### config.mk
export PLATFORM = sky130hd
export DESIGN_NAME = acmr_regs
export DESIGN_NICKNAME = d
export VERILOG_FILES = /design/src/verilog/acmr_pkg.sv /design/src/verilog/acmr_regs.sv
export SDC_FILE = /design/constraint.sdc
export NUM_CORES = 1
export LEC_CHECK = 0
export BUFFER_PORTS_ARGS = -buffer_cell sky130_fd_sc_hd__buf_2
export CORE_MARGIN = 3
export CORE_UTILIZATION = 45
export DETAILED_ROUTE_END_ITERATION = 8
export GPL_TIMING_DRIVEN = 1
export PLACE_DENSITY = 0.76
export REMOVE_ABC_BUFFERS = 1
export SYNTH_ARGS = -nofsm -noshare
export SYNTH_HDL_FRONTEND = slang
export SYNTH_SLANG_ARGS = --single-unit
### constraint.sdc
create_clock -name i_clk -period 2.9 [get_ports i_clk]
set_clock_uncertainty 0.1 [all_clocks]
set_input_delay 0.58 -clock i_clk [delete_from_list [all_inputs] [get_ports i_clk]]
set_output_delay 0.58 -clock i_clk [all_outputs]
set_load 0.03 [all_outputs]
### src/verilog/acmr_pkg.sv
// Package: offsets, field positions, reset values and types of the converter config registers
package acmr_pkg;

  // Register offsets
  localparam logic [7:0] ACMR_OFS_CONV_CTRL    = 8'h52;
  localparam logic [7:0] ACMR_OFS_RATE_STAGE2  = 8'h54;
  localparam logic [7:0] ACMR_OFS_STAGE13_GAIN = 8'h55;
  localparam logic [7:0] ACMR_OFS_READY_STAGE3 = 8'h56;
  localparam logic [7:0] ACMR_OFS_INPUT_ACT    = 8'h57;
  localparam logic [7:0] ACMR_OFS_MODE         = 8'h70;

  // Field positions
  localparam int ACMR_START_BIT       = 7;
  localparam int ACMR_RATE_HI         = 7;
  localparam int ACMR_RATE_LO         = 6;
  localparam int ACMR_S2GAIN_HI       = 5;
  localparam int ACMR_S2GAIN_LO       = 4;
  localparam int ACMR_S2OFS_HI        = 3;
  localparam int ACMR_S1GAIN_BIT      = 7;
  localparam int ACMR_S3GAIN_HI       = 6;
  localparam int ACMR_READY_BIT       = 7;
  localparam int ACMR_S3OFS_HI        = 6;
  localparam int ACMR_ACTIVE_BIT      = 7;
  localparam int ACMR_DEFAULT_BIT     = 6;
  localparam int ACMR_INSEL_HI        = 5;
  localparam int ACMR_INSEL_LO        = 1;
  localparam int ACMR_REFSEL_BIT      = 0;
  localparam int ACMR_CHOP_HI         = 5;
  localparam int ACMR_CHOP_LO         = 4;
  localparam int ACMR_PUMP_ON_BIT     = 3;
  localparam int ACMR_PUMP_OFF_BIT    = 2;
  localparam int ACMR_REF_OUT_BIT     = 1;
  localparam int ACMR_EXT_REF_BIT     = 0;

  // Reset values
  localparam logic [7:0] ACMR_RST_RATE_STAGE2  = 8'h00;
  localparam logic [7:0] ACMR_RST_STAGE13_GAIN = 8'h0C;
  localparam logic [7:0] ACMR_RST_READY_STAGE3 = 8'h00;
  localparam logic [6:0] ACMR_RST_INPUT_ACT    = 7'h00;
  localparam logic [1:0] ACMR_RST_MODE_RSVD    = 2'h2;
  localparam logic [1:0] ACMR_RST_CHOP         = 2'h0;
  localparam logic       ACMR_RST_PUMP_ON      = 1'b0;
  localparam logic       ACMR_RST_PUMP_OFF     = 1'b1;
  localparam logic [7:0] ACMR_RDATA_UNMAPPED   = 8'h00;

  // Chop modes
  typedef enum logic [1:0] {
    ACMR_CHOP_HOLD0 = 2'h0,
    ACMR_CHOP_HOLD1 = 2'h1,
    ACMR_CHOP_EVERY = 2'h2,
    ACMR_CHOP_HALF  = 2'h3
  } acmr_chop_t;

  // Register write/read request
  typedef struct packed {
    logic       wr;
    logic       rd;
    logic [7:0] addr;
    logic [7:0] wdata;
  } acmr_req_t;

  // Conversion settings handed to the converter core
  typedef struct packed {
    logic [1:0] sample_rate_select;
    logic [1:0] stage2_gain;
    logic [3:0] stage2_offset;
    logic       stage1_gain;
    logic [6:0] stage3_gain;
    logic [6:0] stage3_offset;
    logic [4:0] input_select;
    logic       ref_select;
  } acmr_cfg_t;

endpackage : acmr_pkg

### src/verilog/acmr_regs.sv
// Converter configuration and mode register bank with chop and pump control
`timescale 1ns/1ps
`default_nettype none

// Operation
// - A two-bit sample rate field sits in bits 7:6 of the rate/stage2 register and resets to zero.
// - With the ready-combine bit set, conversion-data-ready is signalled on the serial output line.
// - A five-bit input selector sits in bits 5:1 of the input/activity register and resets to zero.
// - Bit 0 of the input/activity register picks the reference: 0 battery supply, 1 reference voltage.
// - Writing 1 to the default bit loads the default configuration and launches a conversion.
// - Chop field 11 toggles every two elementary conversions, 10 every one, 01 holds 1, 00 holds 0.
// - In the toggling chop settings the chop state changes only while a conversion runs.
// - Pump force-on turns the charge pump on and beats force-off.
// - Pump force-off turns the pump off unless force-on is set, and resets to 1.
// - Mode bit 1 routes the internal reference out on general pad 0.
// - Mode bit 0 takes an external reference on general pad 1 instead of driving it.
// - Writing 1 to the start bit of the first config register begins a conversion.
module acmr_regs (
  // Clock and reset
  input  wire logic                 i_clk,
  input  wire logic                 i_nrst,
  // Register access
  input  wire acmr_pkg::acmr_req_t  i_req,
  output logic [7:0]                o_rdata,
  // Converter core
  input  wire logic                 i_elconv_done,
  input  wire logic                 i_conv_done,
  input  wire logic                 i_data_ready,
  output logic                      o_conv_start,
  output logic                      o_load_defaults,
  output acmr_pkg::acmr_cfg_t       o_cfg,
  output logic                      o_conv_active,
  // Analog and pad control
  output logic                      o_chop_state,
  output logic                      o_pump_on,
  output logic                      o_ref_out_on_pad0,
  output logic                      o_ext_ref_on_pad1,
  output logic                      o_ready_on_serial_out,
  output logic                      o_serial_out_ready
);
  import acmr_pkg::*;

  logic [7:0] rate_and_stage2_setup_reg;
  logic [7:0] stage1_stage3_gain_reg;
  logic [7:0] ready_combine_stage3_offset_reg;
  logic [6:0] input_select_reg;
  logic [1:0] chop_reg;
  logic       pump_force_on_reg;
  logic       pump_force_off_reg;
  logic       ref_out_on_pad0_reg;
  logic       ext_ref_on_pad1_reg;
  logic       active_reg;
  logic       half_phase_reg;
  logic       chop_state_reg;
  logic       chop_state_next;
  logic       start_pulse_reg;
  logic       defaults_pulse_reg;
  logic [7:0] rdata_reg;
  logic [7:0] rdata_next;
  acmr_cfg_t  cfg_reg;
  acmr_cfg_t  cfg_default;
  logic       wr_start;
  logic       wr_default;
  logic       launch;

  assign wr_start   = i_req.wr && (i_req.addr == ACMR_OFS_CONV_CTRL) && i_req.wdata[ACMR_START_BIT];
  assign wr_default = i_req.wr && (i_req.addr == ACMR_OFS_INPUT_ACT) && i_req.wdata[ACMR_DEFAULT_BIT];
  assign launch     = wr_start || wr_default;

  // Stored configuration fields
  always_ff @(posedge i_clk or negedge i_nrst) begin
    if (!i_nrst) begin
      rate_and_stage2_setup_reg       <= ACMR_RST_RATE_STAGE2;
      stage1_stage3_gain_reg          <= ACMR_RST_STAGE13_GAIN;
      ready_combine_stage3_offset_reg <= ACMR_RST_READY_STAGE3;
      input_select_reg                <= ACMR_RST_INPUT_ACT;
    end else if (i_req.wr) begin
      case (i_req.addr)
        ACMR_OFS_RATE_STAGE2:  rate_and_stage2_setup_reg       <= i_req.wdata;
        ACMR_OFS_STAGE13_GAIN: stage1_stage3_gain_reg          <= i_req.wdata;
        ACMR_OFS_READY_STAGE3: ready_combine_stage3_offset_reg <= i_req.wdata;
        ACMR_OFS_INPUT_ACT:    input_select_reg                <= i_req.wdata[6:0];
        default: ;
      endcase
    end
  end

  // Mode register; bits 7:6 are fixed reserved values
  always_ff @(posedge i_clk or negedge i_nrst) begin
    if (!i_nrst) begin
      chop_reg            <= ACMR_RST_CHOP;
      pump_force_on_reg   <= ACMR_RST_PUMP_ON;
      pump_force_off_reg  <= ACMR_RST_PUMP_OFF;
      ref_out_on_pad0_reg <= 1'b0;
      ext_ref_on_pad1_reg <= 1'b0;
    end else if (i_req.wr && (i_req.addr == ACMR_OFS_MODE)) begin
      chop_reg            <= i_req.wdata[ACMR_CHOP_HI:ACMR_CHOP_LO];
      pump_force_on_reg   <= i_req.wdata[ACMR_PUMP_ON_BIT];
      pump_force_off_reg  <= i_req.wdata[ACMR_PUMP_OFF_BIT];
      ref_out_on_pad0_reg <= i_req.wdata[ACMR_REF_OUT_BIT];
      ext_ref_on_pad1_reg <= i_req.wdata[ACMR_EXT_REF_BIT];
    end
  end

  // Default conversion setup: the reset image of the fields
  always_comb begin
    cfg_default                    = '0;
    cfg_default.sample_rate_select = ACMR_RST_RATE_STAGE2[ACMR_RATE_HI:ACMR_RATE_LO];
    cfg_default.stage2_gain        = ACMR_RST_RATE_STAGE2[ACMR_S2GAIN_HI:ACMR_S2GAIN_LO];
    cfg_default.stage2_offset      = ACMR_RST_RATE_STAGE2[ACMR_S2OFS_HI:0];
    cfg_default.stage1_gain        = ACMR_RST_STAGE13_GAIN[ACMR_S1GAIN_BIT];
    cfg_default.stage3_gain        = ACMR_RST_STAGE13_GAIN[ACMR_S3GAIN_HI:0];
    cfg_default.stage3_offset      = ACMR_RST_READY_STAGE3[ACMR_S3OFS_HI:0];
    cfg_default.input_select       = ACMR_RST_INPUT_ACT[ACMR_INSEL_HI:ACMR_INSEL_LO];
    cfg_default.ref_select         = ACMR_RST_INPUT_ACT[ACMR_REFSEL_BIT];
  end

  // Settings sampled at launch so a mid-conversion write waits for the next one
  always_ff @(posedge i_clk or negedge i_nrst) begin
    if (!i_nrst) begin
      cfg_reg <= '0;
    end else if (wr_default) begin
      cfg_reg <= cfg_default;
    end else if (wr_start) begin
      cfg_reg.sample_rate_select <= rate_and_stage2_setup_reg[ACMR_RATE_HI:ACMR_RATE_LO];
      cfg_reg.stage2_gain        <= rate_and_stage2_setup_reg[ACMR_S2GAIN_HI:ACMR_S2GAIN_LO];
      cfg_reg.stage2_offset      <= rate_and_stage2_setup_reg[ACMR_S2OFS_HI:0];
      cfg_reg.stage1_gain        <= stage1_stage3_gain_reg[ACMR_S1GAIN_BIT];
      cfg_reg.stage3_gain        <= stage1_stage3_gain_reg[ACMR_S3GAIN_HI:0];
      cfg_reg.stage3_offset      <= ready_combine_stage3_offset_reg[ACMR_S3OFS_HI:0];
      cfg_reg.input_select       <= input_select_reg[ACMR_INSEL_HI:ACMR_INSEL_LO];
      cfg_reg.ref_select         <= input_select_reg[ACMR_REFSEL_BIT];
    end
  end

  // Launch pulses toward the converter core
  always_ff @(posedge i_clk or negedge i_nrst) begin
    if (!i_nrst) begin
      start_pulse_reg    <= 1'b0;
      defaults_pulse_reg <= 1'b0;
    end else begin
      start_pulse_reg    <= launch;
      defaults_pulse_reg <= wr_default;
    end
  end

  // Activity flag; a launch in the done cycle keeps it set
  always_ff @(posedge i_clk or negedge i_nrst) begin
    if (!i_nrst) begin
      active_reg <= 1'b0;
    end else if (launch) begin
      active_reg <= 1'b1;
    end else if (i_conv_done) begin
      active_reg <= 1'b0;
    end
  end

  // Chop state; toggles only while active
  always_comb begin
    chop_state_next = chop_state_reg;
    case (acmr_chop_t'(chop_reg))
      ACMR_CHOP_HOLD0: chop_state_next = 1'b0;
      ACMR_CHOP_HOLD1: chop_state_next = 1'b1;
      ACMR_CHOP_EVERY: if (active_reg && i_elconv_done) begin
        chop_state_next = ~chop_state_reg;
      end
      ACMR_CHOP_HALF: if (active_reg && i_elconv_done && half_phase_reg) begin
        chop_state_next = ~chop_state_reg;
      end
      default: chop_state_next = chop_state_reg;
    endcase
  end

  always_ff @(posedge i_clk or negedge i_nrst) begin
    if (!i_nrst) begin
      chop_state_reg <= 1'b0;
      half_phase_reg <= 1'b0;
    end else begin
      chop_state_reg <= chop_state_next;
      if (launch) begin
        half_phase_reg <= 1'b0;
      end else if (active_reg && i_elconv_done) begin
        half_phase_reg <= ~half_phase_reg;
      end
    end
  end

  // Read mux; unmapped offsets read zero
  always_comb begin
    case (i_req.addr)
      ACMR_OFS_RATE_STAGE2:  rdata_next = rate_and_stage2_setup_reg;
      ACMR_OFS_STAGE13_GAIN: rdata_next = stage1_stage3_gain_reg;
      ACMR_OFS_READY_STAGE3: rdata_next = ready_combine_stage3_offset_reg;
      ACMR_OFS_INPUT_ACT:    rdata_next = {active_reg, input_select_reg};
      ACMR_OFS_MODE:         rdata_next = {ACMR_RST_MODE_RSVD, chop_reg, pump_force_on_reg,
                                           pump_force_off_reg, ref_out_on_pad0_reg, ext_ref_on_pad1_reg};
      default:               rdata_next = ACMR_RDATA_UNMAPPED;
    endcase
  end

  always_ff @(posedge i_clk or negedge i_nrst) begin
    if (!i_nrst) begin
      rdata_reg <= ACMR_RDATA_UNMAPPED;
    end else if (i_req.rd) begin
      rdata_reg <= rdata_next;
    end
  end

  assign o_rdata               = rdata_reg;
  assign o_conv_start          = start_pulse_reg;
  assign o_load_defaults       = defaults_pulse_reg;
  assign o_cfg                 = cfg_reg;
  assign o_conv_active         = active_reg;
  assign o_chop_state          = chop_state_reg;
  assign o_pump_on             = pump_force_on_reg || !pump_force_off_reg;
  assign o_ref_out_on_pad0     = ref_out_on_pad0_reg;
  assign o_ext_ref_on_pad1     = ext_ref_on_pad1_reg;
  assign o_ready_on_serial_out = ready_combine_stage3_offset_reg[ACMR_READY_BIT];
  // Combinational so the ready edge reaches the line without a cycle of lag
  assign o_serial_out_ready    = ready_combine_stage3_offset_reg[ACMR_READY_BIT] && i_data_ready;

endmodule : acmr_regs

`default_nettype wire
== Word-level counts from Yosys, hierarchy flattened ==
Index checks and enable logic that the tools add are counted.
Word-level totals
  flip-flop bits (word level): 79
  bits of input ports: 23
Operators by class
  bitwise gates (word level): 2
  equal/unequal tests: 11
  multiplexer cells: 10
  reductions and logical operators: 20
Operator list (count)
  two-way mux 29 bit: 2
  == test 8 x 7 -> 1 bit, second input constant: 6
  case mux 8 bit (5 select lines): 1
  AND reduction 2 bit: 5
  logical AND 1 bit: 8
  two-way mux 1 bit: 6
  nonzero test 2 bit: 3
  == test 2 bit, second input constant: 2
  inequality test 2 bit, second input constant: 2
  case mux 1 bit (4 select lines): 1
  == test 2 x 1 -> 1 bit, second input constant: 1
  zero test 2 bit: 1
  logical OR 1 bit: 2
  inverter 1 bit: 2
  zero test 1 bit: 1

== Depth between registers and ports, before layout ==
  word-level depth: 5
  depth in mapped cells: 6

== Worst setup path after synthesis ==
OpenSTA, ideal clock, no wires.
  path type: input-to-reg
  from: in i_req[11] in the netlist's numbering
  to: reg input_select_reg[0]
  buffers on the path: 2
  library setup time: 127 ps
  slack: 1069 ps
  cell stages on the path: 5
  arrival time: 1604 ps
  required time: 2673 ps
  cell sequence: and4bb_1 -> buf_4 -> and3_1 -> buf_4 -> mux2_1
On the way
  word-level cells in the longest chain between the ends: 2
Ends and longest elaborated chain
  from (decl): line acmr_regs.sv:23  | input wire acmr_pkg::acmr_req_t i_req,
  == test 8 x 7 -> 1 bit: line acmr_regs.sv:78  | case (i_req.addr)
  AND reduction 2 bit (no line)
  to (signal assigned): line acmr_regs.sv:82  | ACMR_OFS_INPUT_ACT: input_select_reg <= i_req.wdata[6:0];
  to (decl): line acmr_regs.sv:46  | logic [6:0] input_select_reg;
No other way between the ends.
A chain may end at the register's enable or synchronous reset.

== Worst setup path after layout ==
  from: in i_req[11] in the netlist's numbering
  to: reg input_select_reg[5]
Same word-level chain as after synthesis.

==> reports/summary.txt <==
run status -> finished clean
crit path kind -> input port to register
Worst R2R Path Depth -> 3
Post-Route WL -> 8.81 mm
layout cells sized above 1 -> 0.386
Synth Register Bits -> 79
most common cell in the synthesized netlist -> dfrtp_1
Initial Util -> 0.476
Synth area leaders -> dfrtp_1, mux2_2, nand4_1, o31ai_1, mux4_2
Clk Latency, worst-skew pair -> 0.35 ns
HP Class -> input port to async pin
synthesis warning total -> 0
port buffer count -> 68
Clock transition at path regs -> 0.08 ns
slew margin rel. -> 0.344
Cell Rows -> 32
largest net degree at the start of global routing -> 80
main combinational cell family by area after synthesis -> simple AND/OR/NAND/NOR gates
Main synth FF type -> dfrtp_1
chip height -> 97.5 um
drt drc -> 0
Final Hold Fails -> 0
slowest cell on the critical path -> and4bb_2
setup TNS -> 0 ns
post-layout min period -> 1.98 ns
cell taking the most area after synthesis -> dfrtp_1
Pre-antenna DRT Iters -> 4
RD Place Congestion -> 0.785
Synth Instances -> 305
RSZ-0062 raised after global routing -> no
Min Hold Slack -> 0.282 ns
Resized Gates After CTS -> 0
Antenna Nets Post-Route -> 0
initial DRC count -> 154
total gr overflow -> 0
Synth Area in Compound Gates -> 0.116
via count -> 2739
CP cell instances -> buf_2, and4bb_2, and3_1, mux2_1
slowest stage delay, CP -> 0.60 ns
post-synthesis sequential area ratio -> 0.525
total core area -> 7930 um^2
pwr/cell area -> 491 nW/um^2
Area growth syn-to-layout -> 14.6%
Mapped Avg Cell Area -> 12.4 um^2
H-tree levels -> 3
CTS tree -> yes
CTS max path bufs -> 2
crit path from -> i_req[11]
WL/cell -> 18.7 um
Stages on worst setup path -> 4
Post-synth EDFFs -> 0
clock sink count -> 79
reg2reg end -> o_rdata[0]
crit-path leading delay family -> simple AND/OR/NAND/NOR gates
# diodes -> 0
die width -> 97.5 um
max-cap violations -> 0
Synth Area in Simple Gates -> 0.157
Post-CTS Hold Buffers -> 0
capture point of the worst path -> input_select_reg[5]
type of origin of the critical path -> input port
Crit Path Max Fanout -> 13
WP data arrival -> 2.10 ns
post-layout instance area -> 4320 um^2
TritonCTS Buffers -> 9
fin nets -> 386
ys async rst share -> 1.00
die footprint -> 9510 um^2
final worst path period share -> 0.683
global-route wire length before repair -> 14.9 mm
area share of the largest cell type after synthesis -> 0.504
Final Setup Violations -> 0
# IOs -> 69
area of placed instances -> 4140 um^2
f_max -> 505 MHz
vias in the first global route -> 2871
number of flip-flops in the largest register -> 29
static leakage -> 0.00208 uW
post-synthesis mux area share -> 0.155
R2R Path Start -> input_select_reg[0]
reg2reg setup slack -> 1.55 ns
number of antenna violations at the first check in global routing -> 0
clock root buffer -> clkbuf_8
worst-margin pin slew -> 0.984 ns
VDD IR max -> 0.266 mV
Synth cell types -> 40
Slew Viols, Final -> 0
area of the mapped netlist -> 3770 um^2
DP HPWL -> 5.97 mm
CP required -> 3.02 ns
GRT Util Overall -> 0.194
synthesized-area fraction occupied by adder cells -> 0
Via density -> 5.83
Buf/Inv on CP -> 1
Synth Area in XOR/XNOR -> 0.00232
Worst Setup End Kind -> register
Synth top cells by count -> dfrtp_1, nand4_1, mux2_2
total setup buffers inserted after CTS -> 0
-- placed cells by master (no fill, tap or decap), types with 4 or more instances in the layout --
master     n
o21ai_0    4
clkbuf_8   9
mux2_1     6
nand4_1   34
o211ai_1   6
nand3_1    4
buf_2     67
buf_4      8
nand2_1    8
nand4_4    4
mux2_2    30
dfrtp_1   76
clkinv_2   4
o31ai_1   27
nand2b_1  10
a21oi_1   27
mux4_2     8
-- worst register-to-register path, delay by kind of cell (launching register included) --
family	cells	cell delay, ns
mux	1	0.50
flops	1	0.42
compound gates	1	0.10
simple gates	1	0.11
-- logic make-up after synthesis --
logic type | count (synthesis)
xor gates and xnor gates | 1
and+or+nand+nor | 81
AOI/OAI and AO/OA | 69
DFF | 79
muxes | 44
buffers and inverters | 31
-- through the flow --
stage	utilization	instances	setup WS [ns]	power, uW
finish	0.545	470	0.920	2120
global route	0.545	470	0.826	2210
CTS	0.545	470	0.935	2140
detailed placement	0.522	454	0.575	1370
global placement	0.522	454	0.641	1360
floorplan	-	277	0.154	1270
-- final cells by class --
| class | count | area, um^2 |
|---|---|---|
| Tap cell | 102 | 128 |
| Sequential cell | 79 | 1980 |
| Clock buffer | 11 | 131 |
| Multi-Input combinational cell | 195 | 1620 |
| Inverter | 3 | 11.3 |
| Clock inverter | 5 | 50.0 |
| Timing Repair Buffer | 75 | 395 |
| Fill cell | 694 | 3610 |
-- per-layer routing --
layer,GRT usage,vias up,part of all wire
met5,0,-,0
met4,0.0543,0,0.0099
met3,0.0409,9,0.051
met2,0.322,64,0.49
met1,0.258,1373,0.45
li1,-,1293,-
-- where the power goes --
group	internal (uW)	total, uW	switching, uW
combinational	67.3	189	122
clock	393	772	380
sequential	1130	1160	24.0
-- how the worst min path moves through the flow --
stage                           from          end  slack (ns)  depth (start not counted)
after floorplan               i_nrst  chop_reg[0]        0.18                          0
after global routing          i_nrst    o_cfg[16]        0.36                          1
final                         i_nrst    o_cfg[16]        0.28                          1
after detailed placement  o_rdata[3]   o_rdata[3]        0.39                          2
after global placement    o_rdata[4]   o_rdata[4]        0.39                          2
after CTS                     i_nrst    o_cfg[16]        0.34                          1
(Power assumes the default switching activity.)
